$ cat config.mk
export PLATFORM = sky130hd
export DESIGN_NAME = spfc_self_program_flash_control
export DESIGN_NICKNAME = d
export VERILOG_FILES = /design/src/pkg/spfc_pkg.sv /design/src/hdl/spfc_self_program_flash_control.sv
export SDC_FILE = /design/constraint.sdc
export NUM_CORES = 1
export LEC_CHECK = 0
export ABC_AREA = 1
export BUFFER_PORTS_ARGS = -buffer_cell sky130_fd_sc_hd__buf_4
export CAP_MARGIN = 20
export CORE_MARGIN = 2
export CORE_UTILIZATION = 50
export DETAILED_ROUTE_END_ITERATION = 10
export GPL_ROUTABILITY_DRIVEN = 1
export GPL_TIMING_DRIVEN = 0
export PLACE_DENSITY = 0.81
export SLEW_MARGIN = 5
export SYNTH_ARGS = -nofsm -noshare
export SYNTH_HDL_FRONTEND = slang
export SYNTH_SLANG_ARGS = --single-unit
$ cat constraint.sdc
create_clock -name clk -period 2.2 [get_ports clk]
set_input_delay 0.33 -clock clk [delete_from_list [all_inputs] [get_ports clk]]
set_output_delay 0.33 -clock clk [all_outputs]
set_load 0.05 [all_outputs]
$ cat src/pkg/spfc_pkg.sv
// constants and types for the self-program flash control block
package spfc_pkg;
    // register map, byte addresses on the register bus
    localparam int ADDR_W = 4;
    localparam logic [ADDR_W-1:0] ADDR_CTRL = 4'h0;
    localparam logic [ADDR_W-1:0] ADDR_CFG = 4'h4;
    localparam logic [ADDR_W-1:0] ADDR_STATUS = 4'h8;
    localparam logic [1:0] RESP_OKAY = 2'h0;
    localparam logic [1:0] RESP_SLVERR = 2'h2;

    // program_store_control bit positions
    localparam int BIT_IRQ_EN = 7;
    localparam int BIT_BUSY = 6;
    localparam int CMD_W = 5;

    // command patterns in the low five control bits
    localparam logic [CMD_W-1:0] CMD_REENABLE = 5'h11;
    localparam logic [CMD_W-1:0] CMD_LOCK = 5'h09;
    localparam logic [CMD_W-1:0] CMD_PWRITE = 5'h05;
    localparam logic [CMD_W-1:0] CMD_ERASE = 5'h03;
    localparam logic [CMD_W-1:0] CMD_FILL = 5'h01;
    localparam logic [CMD_W-1:0] CMD_NONE = 5'h00;

    // config register: boot size fuse pair in bits 1:0
    localparam logic [1:0] CFG_RESET = 2'h0;

    // status register bit positions
    localparam int STAT_OP = 0;
    localparam int STAT_HALT = 1;
    localparam int STAT_LOADED = 2;
    localparam int STAT_LOCK_LO = 8;

    // arming windows in clock cycles
    localparam logic [2:0] ARM_CYCLES = 3'h4;
    localparam logic [2:0] LPM_CYCLES = 3'h3;

    // programming time, taken at its minimum and rounded up
    localparam int CLK_PERIOD_NS = 10;
    localparam int PROG_TIME_NS = 3700000;
    localparam int PROG_CYCLES_DEF = (PROG_TIME_NS + CLK_PERIOD_NS - 1) / CLK_PERIOD_NS;
    localparam int CNT_W = 24;

    // z pointer fields
    localparam int Z_PAGE_HI = 14;
    localparam int Z_PAGE_LO = 7;
    localparam int Z_WORD_HI = 6;
    localparam int Z_WORD_LO = 1;
    localparam int Z_BYTE = 0;
    localparam int Z_HIGH_SEL = 1;

    // flash layout
    localparam logic [7:0] HALTING_SECTION_FIRST_PAGE = 8'he0;
    localparam logic [13:0] BOOT_START_256 = 14'h3f00;
    localparam logic [13:0] BOOT_START_512 = 14'h3e00;
    localparam logic [13:0] BOOT_START_1K = 14'h3c00;
    localparam logic [13:0] BOOT_START_2K = 14'h3800;
    localparam logic [7:0] LOCK_RESET = 8'hff;
    localparam int LOCK_BOOT_HI = 5;
    localparam int LOCK_BOOT_LO = 2;

    localparam logic [1:0] OP_ERASE = 2'h1;
    localparam logic [1:0] OP_WRITE = 2'h2;
    localparam logic [1:0] OP_LOCK = 2'h3;

    typedef enum logic [1:0] {
        OP_IDLE = 2'b00,
        OP_BUSY = 2'b01,
        OP_FINISH = 2'b11
    } spfc_op_state_type;
endpackage

$ cat src/hdl/spfc_self_program_flash_control.sv
// self-program flash control: command register, arming window, flash op sequencing
//
// How it works
// ready request while enable irq and store idle
// erase/write to lower section sets busy flag
// busy flag clears on reenable or buffer fill
// reenable command works only when no operation
// reenable during buffer loading discards loaded data
// lock set command programs boot lock bits
// load within three cycles returns lock/fuse
// page write command writes buffer to page
// halt cpu for upper section page operations
// page erase command erases selected page
// enable alone stores word into buffer
// enable arms four cycles, held during operation
// other command patterns have no effect
// reserved control bit reads as zero
// boot size fuses set boot start address
// pages 224 up form halting section
// page from z14..z7, word from z6..z1
// software keeps word bits zero for write
// z15 ignored, z0 byte select for load
// lower section unreadable during erase or write
// software waits idle before new command
// eeprom write blocks commands and fuse reads
// operations last the programming time
// new write restarts window, timeout clears all
//
// Our own choices: the register addresses and the AXI4-Lite register port.
`timescale 1ns/1ns
module spfc_self_program_flash_control #(
    parameter int unsigned PROG_CYCLES = spfc_pkg::PROG_CYCLES_DEF
) (
    input wire logic clk,
    input wire logic rst_b,
    input wire logic s_axi_awvalid,
    output logic s_axi_awready,
    input wire logic [spfc_pkg::ADDR_W-1:0] s_axi_awaddr,
    input wire logic s_axi_wvalid,
    output logic s_axi_wready,
    input wire logic [31:0] s_axi_wdata,
    input wire logic [3:0] s_axi_wstrb,
    output logic s_axi_bvalid,
    input wire logic s_axi_bready,
    output logic [1:0] s_axi_bresp,
    input wire logic s_axi_arvalid,
    output logic s_axi_arready,
    input wire logic [spfc_pkg::ADDR_W-1:0] s_axi_araddr,
    output logic s_axi_rvalid,
    input wire logic s_axi_rready,
    output logic [31:0] s_axi_rdata,
    output logic [1:0] s_axi_rresp,
    input wire logic spmReq,
    input wire logic lpmReq,
    input wire logic [15:0] zPointer,
    input wire logic [7:0] regR0,
    input wire logic [7:0] regR1,
    input wire logic globalIrqEnable,
    input wire logic eeprom_write_active,
    input wire logic [7:0] fuseLow,
    input wire logic [7:0] fuseHigh,
    output logic storeReadyIrq,
    output logic cpuHalt,
    output logic rwwBlocked,
    output logic bufWrite,
    output logic [5:0] bufWord,
    output logic [15:0] bufData,
    output logic bufDiscard,
    output logic flashStart,
    output logic [1:0] flashOp,
    output logic [7:0] flashPage,
    output logic lpmValid,
    output logic [7:0] lpmData,
    output logic [7:0] lockBits,
    output logic [13:0] bootStart,
    output logic [13:0] appEnd
);

    typedef struct packed {
        logic awready;
        logic bvalid;
        logic [1:0] bresp;
        logic arready;
        logic rvalid;
        logic [1:0] rresp;
        logic [31:0] rdata;
        logic irqEn;
        logic busyFlag;
        logic [spfc_pkg::CMD_W-1:0] cmd;
        logic [2:0] armCnt;
        spfc_pkg::spfc_op_state_type op;
        logic [1:0] opKind;
        logic [spfc_pkg::CNT_W-1:0] opCnt;
        logic cpuHalt;
        logic bufLoaded;
        logic [7:0] lockBits;
        logic [1:0] bootFuse;
        logic bufWrite;
        logic [5:0] bufWord;
        logic [15:0] bufData;
        logic bufDiscard;
        logic flashStart;
        logic [7:0] flashPage;
        logic lpmValid;
        logic [7:0] lpmData;
        logic irqReq;
        logic [13:0] bootStart;
        logic [13:0] appEnd;
    } spfc_state_type;

    spfc_state_type q;
    spfc_state_type d;

    ////////////////////////////////////////////////////////////////////////
    // command and boot size fuse decode helpers

    function automatic logic valid_cmd(input logic [spfc_pkg::CMD_W-1:0] c);
        logic ok;
        ok = 1'b0;
        unique case (c)
            spfc_pkg::CMD_REENABLE,
            spfc_pkg::CMD_LOCK,
            spfc_pkg::CMD_PWRITE,
            spfc_pkg::CMD_ERASE,
            spfc_pkg::CMD_FILL: begin
                ok = 1'b1;
            end
            default: begin
                ok = 1'b0;
            end
        endcase
        return ok;
    endfunction

    function automatic logic [13:0] boot_start_of(input logic [1:0] fuse);
        logic [13:0] s;
        s = spfc_pkg::BOOT_START_2K;
        unique case (fuse)
            2'h3: s = spfc_pkg::BOOT_START_256;
            2'h2: s = spfc_pkg::BOOT_START_512;
            2'h1: s = spfc_pkg::BOOT_START_1K;
            2'h0: s = spfc_pkg::BOOT_START_2K;
        endcase
        return s;
    endfunction

    logic armed;
    logic [7:0] ctrlByte;
    logic [7:0] pageSel;
    logic [spfc_pkg::CNT_W-1:0] progLoad;

    assign progLoad = spfc_pkg::CNT_W'(PROG_CYCLES - 1);
    // page field
    assign pageSel = zPointer[spfc_pkg::Z_PAGE_HI:spfc_pkg::Z_PAGE_LO];
    // reserved bit zero
    assign ctrlByte = {q.irqEn, q.busyFlag, 1'b0, q.cmd};
    assign armed = q.cmd[0] && (q.op == spfc_pkg::OP_IDLE) && (q.armCnt != 3'h0);

    ////////////////////////////////////////////////////////////////////////
    // next state

    always_comb begin
        d = q;
        d.bufWrite = 1'b0;
        d.bufDiscard = 1'b0;
        d.flashStart = 1'b0;
        d.lpmValid = 1'b0;

        // timeout clears all
        if (armed) begin
            d.armCnt = q.armCnt - 3'h1;
            if (q.armCnt == 3'h1) begin
                d.cmd = spfc_pkg::CMD_NONE;
            end
        end

        // eeprom blocks store
        if (spmReq && armed && !eeprom_write_active) begin
            d.armCnt = 3'h0;
            unique case (q.cmd)
                spfc_pkg::CMD_FILL: begin
                    // buffer word store
                    d.bufWrite = 1'b1;
                    d.bufWord = zPointer[spfc_pkg::Z_WORD_HI:spfc_pkg::Z_WORD_LO];
                    d.bufData = {regR1, regR0};
                    d.bufLoaded = 1'b1;
                    // fill clears busy
                    d.busyFlag = 1'b0;
                    d.cmd = spfc_pkg::CMD_NONE;
                end
                spfc_pkg::CMD_ERASE,
                spfc_pkg::CMD_PWRITE: begin
                    // start page operation
                    d.op = spfc_pkg::OP_BUSY;
                    d.opCnt = progLoad;
                    d.flashStart = 1'b1;
                    d.flashPage = pageSel;
                    d.opKind = (q.cmd == spfc_pkg::CMD_ERASE) ? spfc_pkg::OP_ERASE : spfc_pkg::OP_WRITE;
                    if (q.cmd == spfc_pkg::CMD_PWRITE) begin
                        d.bufLoaded = 1'b0;
                    end
                    // section split
                    if (pageSel < spfc_pkg::HALTING_SECTION_FIRST_PAGE) begin
                        // busy flag set
                        d.busyFlag = 1'b1;
                    end else begin
                        // halt cpu
                        d.cpuHalt = 1'b1;
                    end
                end
                spfc_pkg::CMD_LOCK: begin
                    // program boot lock bits
                    d.lockBits[spfc_pkg::LOCK_BOOT_HI:spfc_pkg::LOCK_BOOT_LO] =
                        q.lockBits[spfc_pkg::LOCK_BOOT_HI:spfc_pkg::LOCK_BOOT_LO] &
                        regR0[spfc_pkg::LOCK_BOOT_HI:spfc_pkg::LOCK_BOOT_LO];
                    d.op = spfc_pkg::OP_BUSY;
                    d.opCnt = progLoad;
                    d.flashStart = 1'b1;
                    d.opKind = spfc_pkg::OP_LOCK;
                end
                spfc_pkg::CMD_REENABLE: begin
                    // unblock section
                    d.busyFlag = 1'b0;
                    d.cmd = spfc_pkg::CMD_NONE;
                end
                default: begin
                    d.cmd = q.cmd;
                end
            endcase
        end

        // lock or fuse read in a shorter window
        if (lpmReq && armed && (q.cmd == spfc_pkg::CMD_LOCK) && !eeprom_write_active
            && (q.armCnt > (spfc_pkg::ARM_CYCLES - spfc_pkg::LPM_CYCLES))) begin
            d.lpmValid = 1'b1;
            // z0 clear reads fuse low, else z1 picks fuse high or lock
            if (zPointer[spfc_pkg::Z_BYTE]) begin
                d.lpmData = zPointer[spfc_pkg::Z_HIGH_SEL] ? fuseHigh : q.lockBits;
            end else begin
                d.lpmData = fuseLow;
            end
            d.cmd = spfc_pkg::CMD_NONE;
            d.armCnt = 3'h0;
        end

        // programming time
        unique case (q.op)
            spfc_pkg::OP_IDLE: begin
                d.op = d.op;
            end
            spfc_pkg::OP_BUSY: begin
                if (q.opCnt == '0) begin
                    d.op = spfc_pkg::OP_FINISH;
                end else begin
                    d.opCnt = q.opCnt - spfc_pkg::CNT_W'(1);
                end
            end
            spfc_pkg::OP_FINISH: begin
                // enable held until done
                d.op = spfc_pkg::OP_IDLE;
                d.cmd = spfc_pkg::CMD_NONE;
                d.cpuHalt = 1'b0;
            end
            default: begin
                d.op = spfc_pkg::OP_IDLE;
            end
        endcase

        ////////////////////////////////////////////////////////////////////
        // register bus write
        d.awready = 1'b0;
        if (q.bvalid && s_axi_bready) begin
            d.bvalid = 1'b0;
        end
        if (s_axi_awvalid && s_axi_wvalid && !q.awready && !q.bvalid) begin
            d.awready = 1'b1;
            d.bvalid = 1'b1;
            d.bresp = spfc_pkg::RESP_OKAY;
            unique case ({s_axi_awaddr[spfc_pkg::ADDR_W-1:2], 2'b00})
                spfc_pkg::ADDR_CTRL: begin
                    if (s_axi_wstrb[0]) begin
                        d.irqEn = s_axi_wdata[spfc_pkg::BIT_IRQ_EN];
                        // only legal patterns, idle, no eeprom write
                        if (valid_cmd(s_axi_wdata[spfc_pkg::CMD_W-1:0]) && !eeprom_write_active
                            && (q.op == spfc_pkg::OP_IDLE)) begin
                            d.cmd = s_axi_wdata[spfc_pkg::CMD_W-1:0];
                            // window restart
                            d.armCnt = spfc_pkg::ARM_CYCLES;
                            // abort partial load
                            if ((s_axi_wdata[spfc_pkg::CMD_W-1:0] == spfc_pkg::CMD_REENABLE)
                                && q.bufLoaded) begin
                                d.bufDiscard = 1'b1;
                                d.bufLoaded = 1'b0;
                            end
                        end
                    end
                end
                spfc_pkg::ADDR_CFG: begin
                    if (s_axi_wstrb[0]) begin
                        d.bootFuse = s_axi_wdata[1:0];
                    end
                end
                spfc_pkg::ADDR_STATUS: begin
                    d.bresp = spfc_pkg::RESP_OKAY;
                end
                default: begin
                    d.bresp = spfc_pkg::RESP_SLVERR;
                end
            endcase
        end

        ////////////////////////////////////////////////////////////////////
        // register bus read
        d.arready = 1'b0;
        if (q.rvalid && s_axi_rready) begin
            d.rvalid = 1'b0;
        end
        if (s_axi_arvalid && !q.arready && !q.rvalid) begin
            d.arready = 1'b1;
            d.rvalid = 1'b1;
            d.rresp = spfc_pkg::RESP_OKAY;
            d.rdata = 32'h0000_0000;
            unique case ({s_axi_araddr[spfc_pkg::ADDR_W-1:2], 2'b00})
                spfc_pkg::ADDR_CTRL: begin
                    d.rdata[7:0] = ctrlByte;
                end
                spfc_pkg::ADDR_CFG: begin
                    d.rdata[1:0] = q.bootFuse;
                end
                spfc_pkg::ADDR_STATUS: begin
                    d.rdata[spfc_pkg::STAT_OP] = (q.op != spfc_pkg::OP_IDLE);
                    d.rdata[spfc_pkg::STAT_HALT] = q.cpuHalt;
                    d.rdata[spfc_pkg::STAT_LOADED] = q.bufLoaded;
                    d.rdata[spfc_pkg::STAT_LOCK_LO+7:spfc_pkg::STAT_LOCK_LO] = q.lockBits;
                end
                default: begin
                    d.rresp = spfc_pkg::RESP_SLVERR;
                end
            endcase
        end

        // ready request while store idle
        d.irqReq = q.irqEn && globalIrqEnable && !q.cmd[0];
        // boot partition
        d.bootStart = boot_start_of(d.bootFuse);
        d.appEnd = d.bootStart - 14'h0001;
    end

    ////////////////////////////////////////////////////////////////////////
    // state register

    always_ff @(posedge clk or negedge rst_b) begin
        if (!rst_b) begin
            q <= '0;
            q.lockBits <= spfc_pkg::LOCK_RESET;
            q.bootFuse <= spfc_pkg::CFG_RESET;
            q.bootStart <= spfc_pkg::BOOT_START_2K;
            q.appEnd <= spfc_pkg::BOOT_START_2K - 14'h0001;
        end else begin
            q <= d;
        end
    end

    ////////////////////////////////////////////////////////////////////////
    // outputs, all straight from the state register

    assign s_axi_awready = q.awready;
    assign s_axi_wready = q.awready;
    assign s_axi_bvalid = q.bvalid;
    assign s_axi_bresp = q.bresp;
    assign s_axi_arready = q.arready;
    assign s_axi_rvalid = q.rvalid;
    assign s_axi_rdata = q.rdata;
    assign s_axi_rresp = q.rresp;
    assign storeReadyIrq = q.irqReq;
    assign cpuHalt = q.cpuHalt;
    // lower section blocked while busy
    assign rwwBlocked = q.busyFlag;
    assign bufWrite = q.bufWrite;
    assign bufWord = q.bufWord;
    assign bufData = q.bufData;
    assign bufDiscard = q.bufDiscard;
    assign flashStart = q.flashStart;
    assign flashOp = q.opKind;
    assign flashPage = q.flashPage;
    assign lpmValid = q.lpmValid;
    assign lpmData = q.lpmData;
    assign lockBits = q.lockBits;
    assign bootStart = q.bootStart;
    assign appEnd = q.appEnd;

endmodule

# Yosys cells after proc, flatten, opt, wreduce, memory -nomap -nowiden

Index checks and enable logic that the tools add are counted.

Add/subtract/negate cells: 3
$lt $le $gt $ge: 2
Eq/ne operators: 22
Multiplexer cells: 59
Bitwise gates (word level): 1
Reduce and logical (&&, ||, !) cells: 52

Operators with widths:

| cell                                                | count |
|---|---|
| 2-to-1 mux 8 bit                                    | 10 |
| case mux 14 bit (4 select lines)                    | 1 |
| case mux 28 bit (2 select lines)                    | 1 |
| 2-to-1 mux 24 bit                                   | 2 |
| 2-to-1 mux 23 bit                                   | 2 |
| 2-to-1 mux 38 bit                                   | 1 |
| 2-to-1 mux 36 bit                                   | 1 |
| zero test 24 bit                                    | 1 |
| subtractor 24 x 1 -> 24 bit, second input constant  | 1 |
| 2-to-1 mux 1 bit                                    | 22 |
| logical AND 1 bit                                   | 20 |
| 2-to-1 mux 9 bit                                    | 2 |
| 2-to-1 mux 5 bit                                    | 3 |
| 2-to-1 mux 2 bit                                    | 7 |
| nonzero test 2 bit                                  | 7 |
| subtractor 14 x 1 -> 14 bit, second input constant  | 1 |
| equality test 2 bit, second input constant          | 5 |
| equality test 5 x 1 -> 1 bit, second input constant | 2 |
| equality test 5 x 2 -> 1 bit, second input constant | 2 |
| equality test 5 x 3 -> 1 bit, second input constant | 2 |
| equality test 5 x 4 -> 1 bit, second input constant | 2 |
| equality test 5 bit, second input constant          | 2 |
| case mux 5 bit (2 select lines)                     | 1 |
| AND reduction 3 bit                                 | 3 |
| 19 further kinds                                    | 38 |

Flip-flop bits (word level): 141
Input bits: 103

# Depth between registers and ports, before layout

Word-level depth: 13
Gate-level depth with buffers: 12
Gate-level depth less buffers: 11

# Least setup slack after synthesis

OpenSTA, ideal clock, no wires.

Kind: reg-to-reg
Start point: reg q (netlist bit s_axi_arready)
End point: reg q (netlist bit s_axi_rdata[12])
Library setup time: 126 ps
Arrival time: 1518 ps
Data required time: 2074 ps
Slack: 556 ps
Stages on the path, launching flop included: 6
Path buffers: 1
Period minus slack after synthesis: 1644 ps
Cell sequence: dfrtp_1 > nor3_2 > inv_1 > clkbuf_1 > nand2_1 > o21ai_0

Longest elaborated chain between the ends: 3

Ends and longest elaborated chain:

| element                         | line                                   | text |
|---|---|---|
| from (decl)                     | spfc_self_program_flash_control.sv:111 | `spfc_state_type q;` |
| zero test 1 bit                 | spfc_self_program_flash_control.sv:318 | `if (s_axi_arvalid && !q.arready && !q.rvalid) begin` |
| logical AND 1 bit (2 in series) | spfc_self_program_flash_control.sv:318 |  |

No other way between the ends.
A chain may end at the register's enable or synchronous reset.

# Final worst setup path

Start point: reg q[111] (netlist name)
End point: reg q (netlist bit bufData[7])

Longest elaborated chain between the ends: 5

Ends and longest elaborated chain:

| element                         | line                                   | text |
|---|---|---|
| nonzero test 3 bit              | spfc_self_program_flash_control.sv:157 | `assign armed = q.cmd[0] && (q.op == spfc_pkg::OP_IDLE) && (q.armCnt != 3'h0);` |
| logical AND 1 bit               | spfc_self_program_flash_control.sv:157 |  |
| logical AND 1 bit (2 in series) | spfc_self_program_flash_control.sv:178 | `if (spmReq && armed && !eeprom_write_active) begin` |
| AND reduction 2 bit (no line)   | --                                     |  |

No other way between the ends.

==> reports/results.tsv <==
stage	metric	value	unit
outcome	status	finished, final reports clean	
timing	post-layout min period	1.90	ns
cts	total CTS buffers	17	
power	Seq pwr share	0.352	
floorplan	Die ar.	13400	µm²
detailed_routing	residual DRC count	0	
finish	final instance area	8400	µm²
floorplan	core region area	12100	µm²
detailed_routing	via count	5333	
detailed_routing	DR WL/cell	12.4	µm
floorplan	chip height	116	µm
finish	Ant. Diodes	0	
synth	distinct cell type count after synthesis	42	
synth	Top FF cell, synth	dfrtp_1	
cts	postcts setup bufs	0	
timing	maximum clock frequency	526	MHz
worst_setup_path	worst-path cell chain	inv_1 > ha_1 > nand2_2 > nand2_2 > nor2_8 > nand3_4 > inv_2 > nand2_2 > buf_6 > buf_6 > nand2_1 > nand2_1	
worst_setup_path	Worst Path Arrival	2.20	ns
worst_setup_path	crit path launch type	register	
run	Max-Cap Viols	0	
synth	ys async rst share	1.00	
cts	worst skew pair latency	0.41	ns
synth	Yosys warnings	0	
cts	CTS max path bufs	2	
detailed_routing	antenna-violating nets left	0	
grt	number of global-route vias before repair	5117	
power	VDD IR max	0.546	mV
synth	Synth Area per Inst	8.03	µm²
worst_setup_path	crit end category	register	
placement	Detailed Place HPWL	10400	µm
finish	fin nets	1096	
detailed_routing	drt via density	4.56	
timing	worst slew pin tran	0.631	ns
grt	Total GRT Usage	0.223	
floorplan	num rows	40	
synth	share of the synthesized area in the top cell type	0.425	
worst_setup_path	CP required	2.50	ns
synth	Cells after Synth	778	
timing	max-slew violation count	0	
worst_setup_path	Worst path most repeated cell	nand2_2	
synth	synth top area cells	dfrtp_1 42%, buf_4 14%, nand2_1 12%	
timing	final setup violation count	0	
detailed_routing	first-pass detailed-route iteration total	4	
cts	htree depth	4	
synth	Synth area leader	dfrtp_1	
placement	routability cong.	0.870	
synth	Seq cells post-synth	113	
detailed_routing	final WL	14500	µm
synth	Post-synth EDFFs	0	
synth	Cell Area, Synth	6250	µm²
power	Combinational Power Share	0.195	
grt	GRT overflow	0	
placement	I/O Buffers	148	
placement	placed cell area	7730	µm²
power	Switching Fraction	0.287	
worst_setup_path	Crit Path Class	reg2reg	
synth	Seq/Total Area, Yosys	0.454	
cts	Worst-path clk slew	0.06	ns
finish	Layout area overhead	34.4	%
detailed_routing	DRT iter0 DRCs	324	
grt	initial antenna violation count	0	
power	Psw	1830	µW
cts	CTS tree	done	
timing	Tcrit/Tclk final	0.864	
timing	final-report hold violation count	0	
floorplan	I/O Pins	227	
finish	layout cell share with drive strength beyond 1	0.336	
worst_setup_path	Worst Path Max Fanout	10	
timing	clk_skew	0.00939	ns
power	Leak	0.00473	µW
timing	Setup TNS	0	ns
floorplan	die span in x	116	µm
cts	total clock sinks	113	
timing	Rel. slew slack	0.577	
hold_path	HP Class	in2reg	
grt	pin count of the biggest net entering global routing	114	
power	clock power share	0.453	
power	power density over the cells	762	nW/µm²
cts	Root Driver	clkbuf_16	
grt	global-route wire length before repair	23600	µm
power	P_int	4560	µW
timing	RSZ-0062 raised after global routing	false	
floorplan	Initial Util	0.516	
finish	# fillers	975	
worst_setup_path	Worst path max stage delay	0.42	ns
worst_setup_path	slowest cell on the critical path	dfrtp_1	
timing repair:
| item | 4_1_cts | 5_1_grt |
|---|---|---|
| hold buffers | 0 | 1 |
| endpoints found under the hold margin | 0 | 35 |
| resized for setup | 0 | 0 |
synth_stat cells, types with 4 or more instances:
cell type / n
xor2_1: 11
nor3_1: 7
a21oi_1: 6
ha_1: 4
buf_6: 5
o22ai_1: 7
o21ai_1: 7
nand3_1: 50
nand2_1: 204
nand2_2: 4
dfrtp_1: 106
nand4_1: 9
nor2_1: 75
mux2i_1: 4
dfstp_2: 7
buf_4: 114
o21ai_0: 32
inv_1: 85
inv_2: 6
placed cells by master (no fill, tap or decap), types with 6 or more instances in the layout:
cell type  netlist  routed
buf_6            5       6
a21oi_1          6       6
nand4_1          9       9
nand2_1        204     204
o22ai_1          7       7
dfstp_2          7       7
nor2_1          75      75
conb_1           2      44
inv_2            6       6
nor3_1           7       7
nand3_1         50      50
inv_1           85      85
buf_4          114     261
dfrtp_1        106     106
o21ai_0         32      32
o21ai_1          7       7
xor2_1          11      11
clkbuf_16        0      17
power groups by stage:
stage / clock network, µW / registers, µW / logic [µW]
4_1_cts: 2930 / 2250 / 1240
2_1_floorplan: 0 / 2320 / 848
3_5_place_dp: 0 / 2280 / 1240
5_1_grt: 3030 / 2260 / 1330
6_report: 2900 / 2250 / 1250
3_3_place_gp: 0 / 2280 / 1230
path summary, 6_finish.rpt:
| check | endpoint | depth (start not counted) | start | slack [ns] |
|---|---|---|---|---|
| min in group asynchronous | lpmValid | 2 | rst_b | 0.39 |
| worst min-delay path | s_axi_bvalid | 2 | s_axi_bready | 0.09 |
| worst max register to register | bufData[7] | 12 | q[111] | 0.30 |
| worst min register to register | bufWord[3] | 2 | bufWord[3] | 0.48 |
| worst max-delay path | bufData[7] | 12 | q[111] | 0.30 |
| max in group asynchronous | lockBits[3] | 3 | rst_b | 1.11 |
area by class of cell:
class	count	area, µm²	share of cell area
Sequential cell	113	2840	0.338
Multi-Input combinational cell	492	2290	0.273
Timing Repair Buffer	150	1150	0.137
Buffer	124	935	0.111
Clock buffer	19	443	0.0528
Inverter	91	342	0.0407
Tap cell	168	210	0.0250
Clock inverter	13	185	0.0221
sequential cells by signal, summed over array words and instances, names as in the netlist, 2 cells and up:
signal / count
lpmData: 8
bootStart: 3
ctrlByte: 6
bufData: 16
flashPage: 8
bufWord: 6
q: 32
flashOp: 2
appEnd: 3
lockBits: 4
s_axi_rdata: 12
worst max-delay path, delay by kind of cell, from the launching register on:
kind / cells / cell delay, ns
fa+ha+maj: 1 / 0.22
buf+inv: 4 / 0.46
flops: 1 / 0.42
simple gates: 7 / 0.69
layer usage:
layer | track usage | vias to the layer above | share of wire
li1 | - | 2694 | -
met3 | 0.0497 | 33 | 0.051
met5 | 0 | - | 0
met2 | 0.375 | 151 | 0.51
met4 | 0.0976 | 0 | 0.024
met1 | 0.278 | 2455 | 0.42
metrics by stage:
step	utilization	instances	setup WS [ns]	hold WS, ns	total power [µW]
2_1_floorplan	-	820	0.556	0.0344	3170
3_3_place_gp	0.638	1136	0.403	0.463	3510
3_5_place_dp	0.638	1136	0.365	0.467	3520
4_1_cts	0.690	1168	0.282	0.0884	6430
5_1_grt	0.693	1170	0.0696	0.111	6620
6_report	0.693	1170	0.299	0.0933	6390
cells by family (layout without fill, tap and decap cells):
logic type,count (synthesis),count (layout),synth area share
XOR/XNOR,13,13,0.0182
AND/OR/NAND/NOR,363,363,0.249
multiplexers,5,5,0.00821
adder cells (fa/ha/maj),4,4,0.00801
AO/OA/AOI/OAI,63,63,0.0569
buffers and inverters,215,397,0.204
other,2,44,0.00120
flip-flops,113,113,0.454
Note: power is estimated with default switching activity, not from simulation.
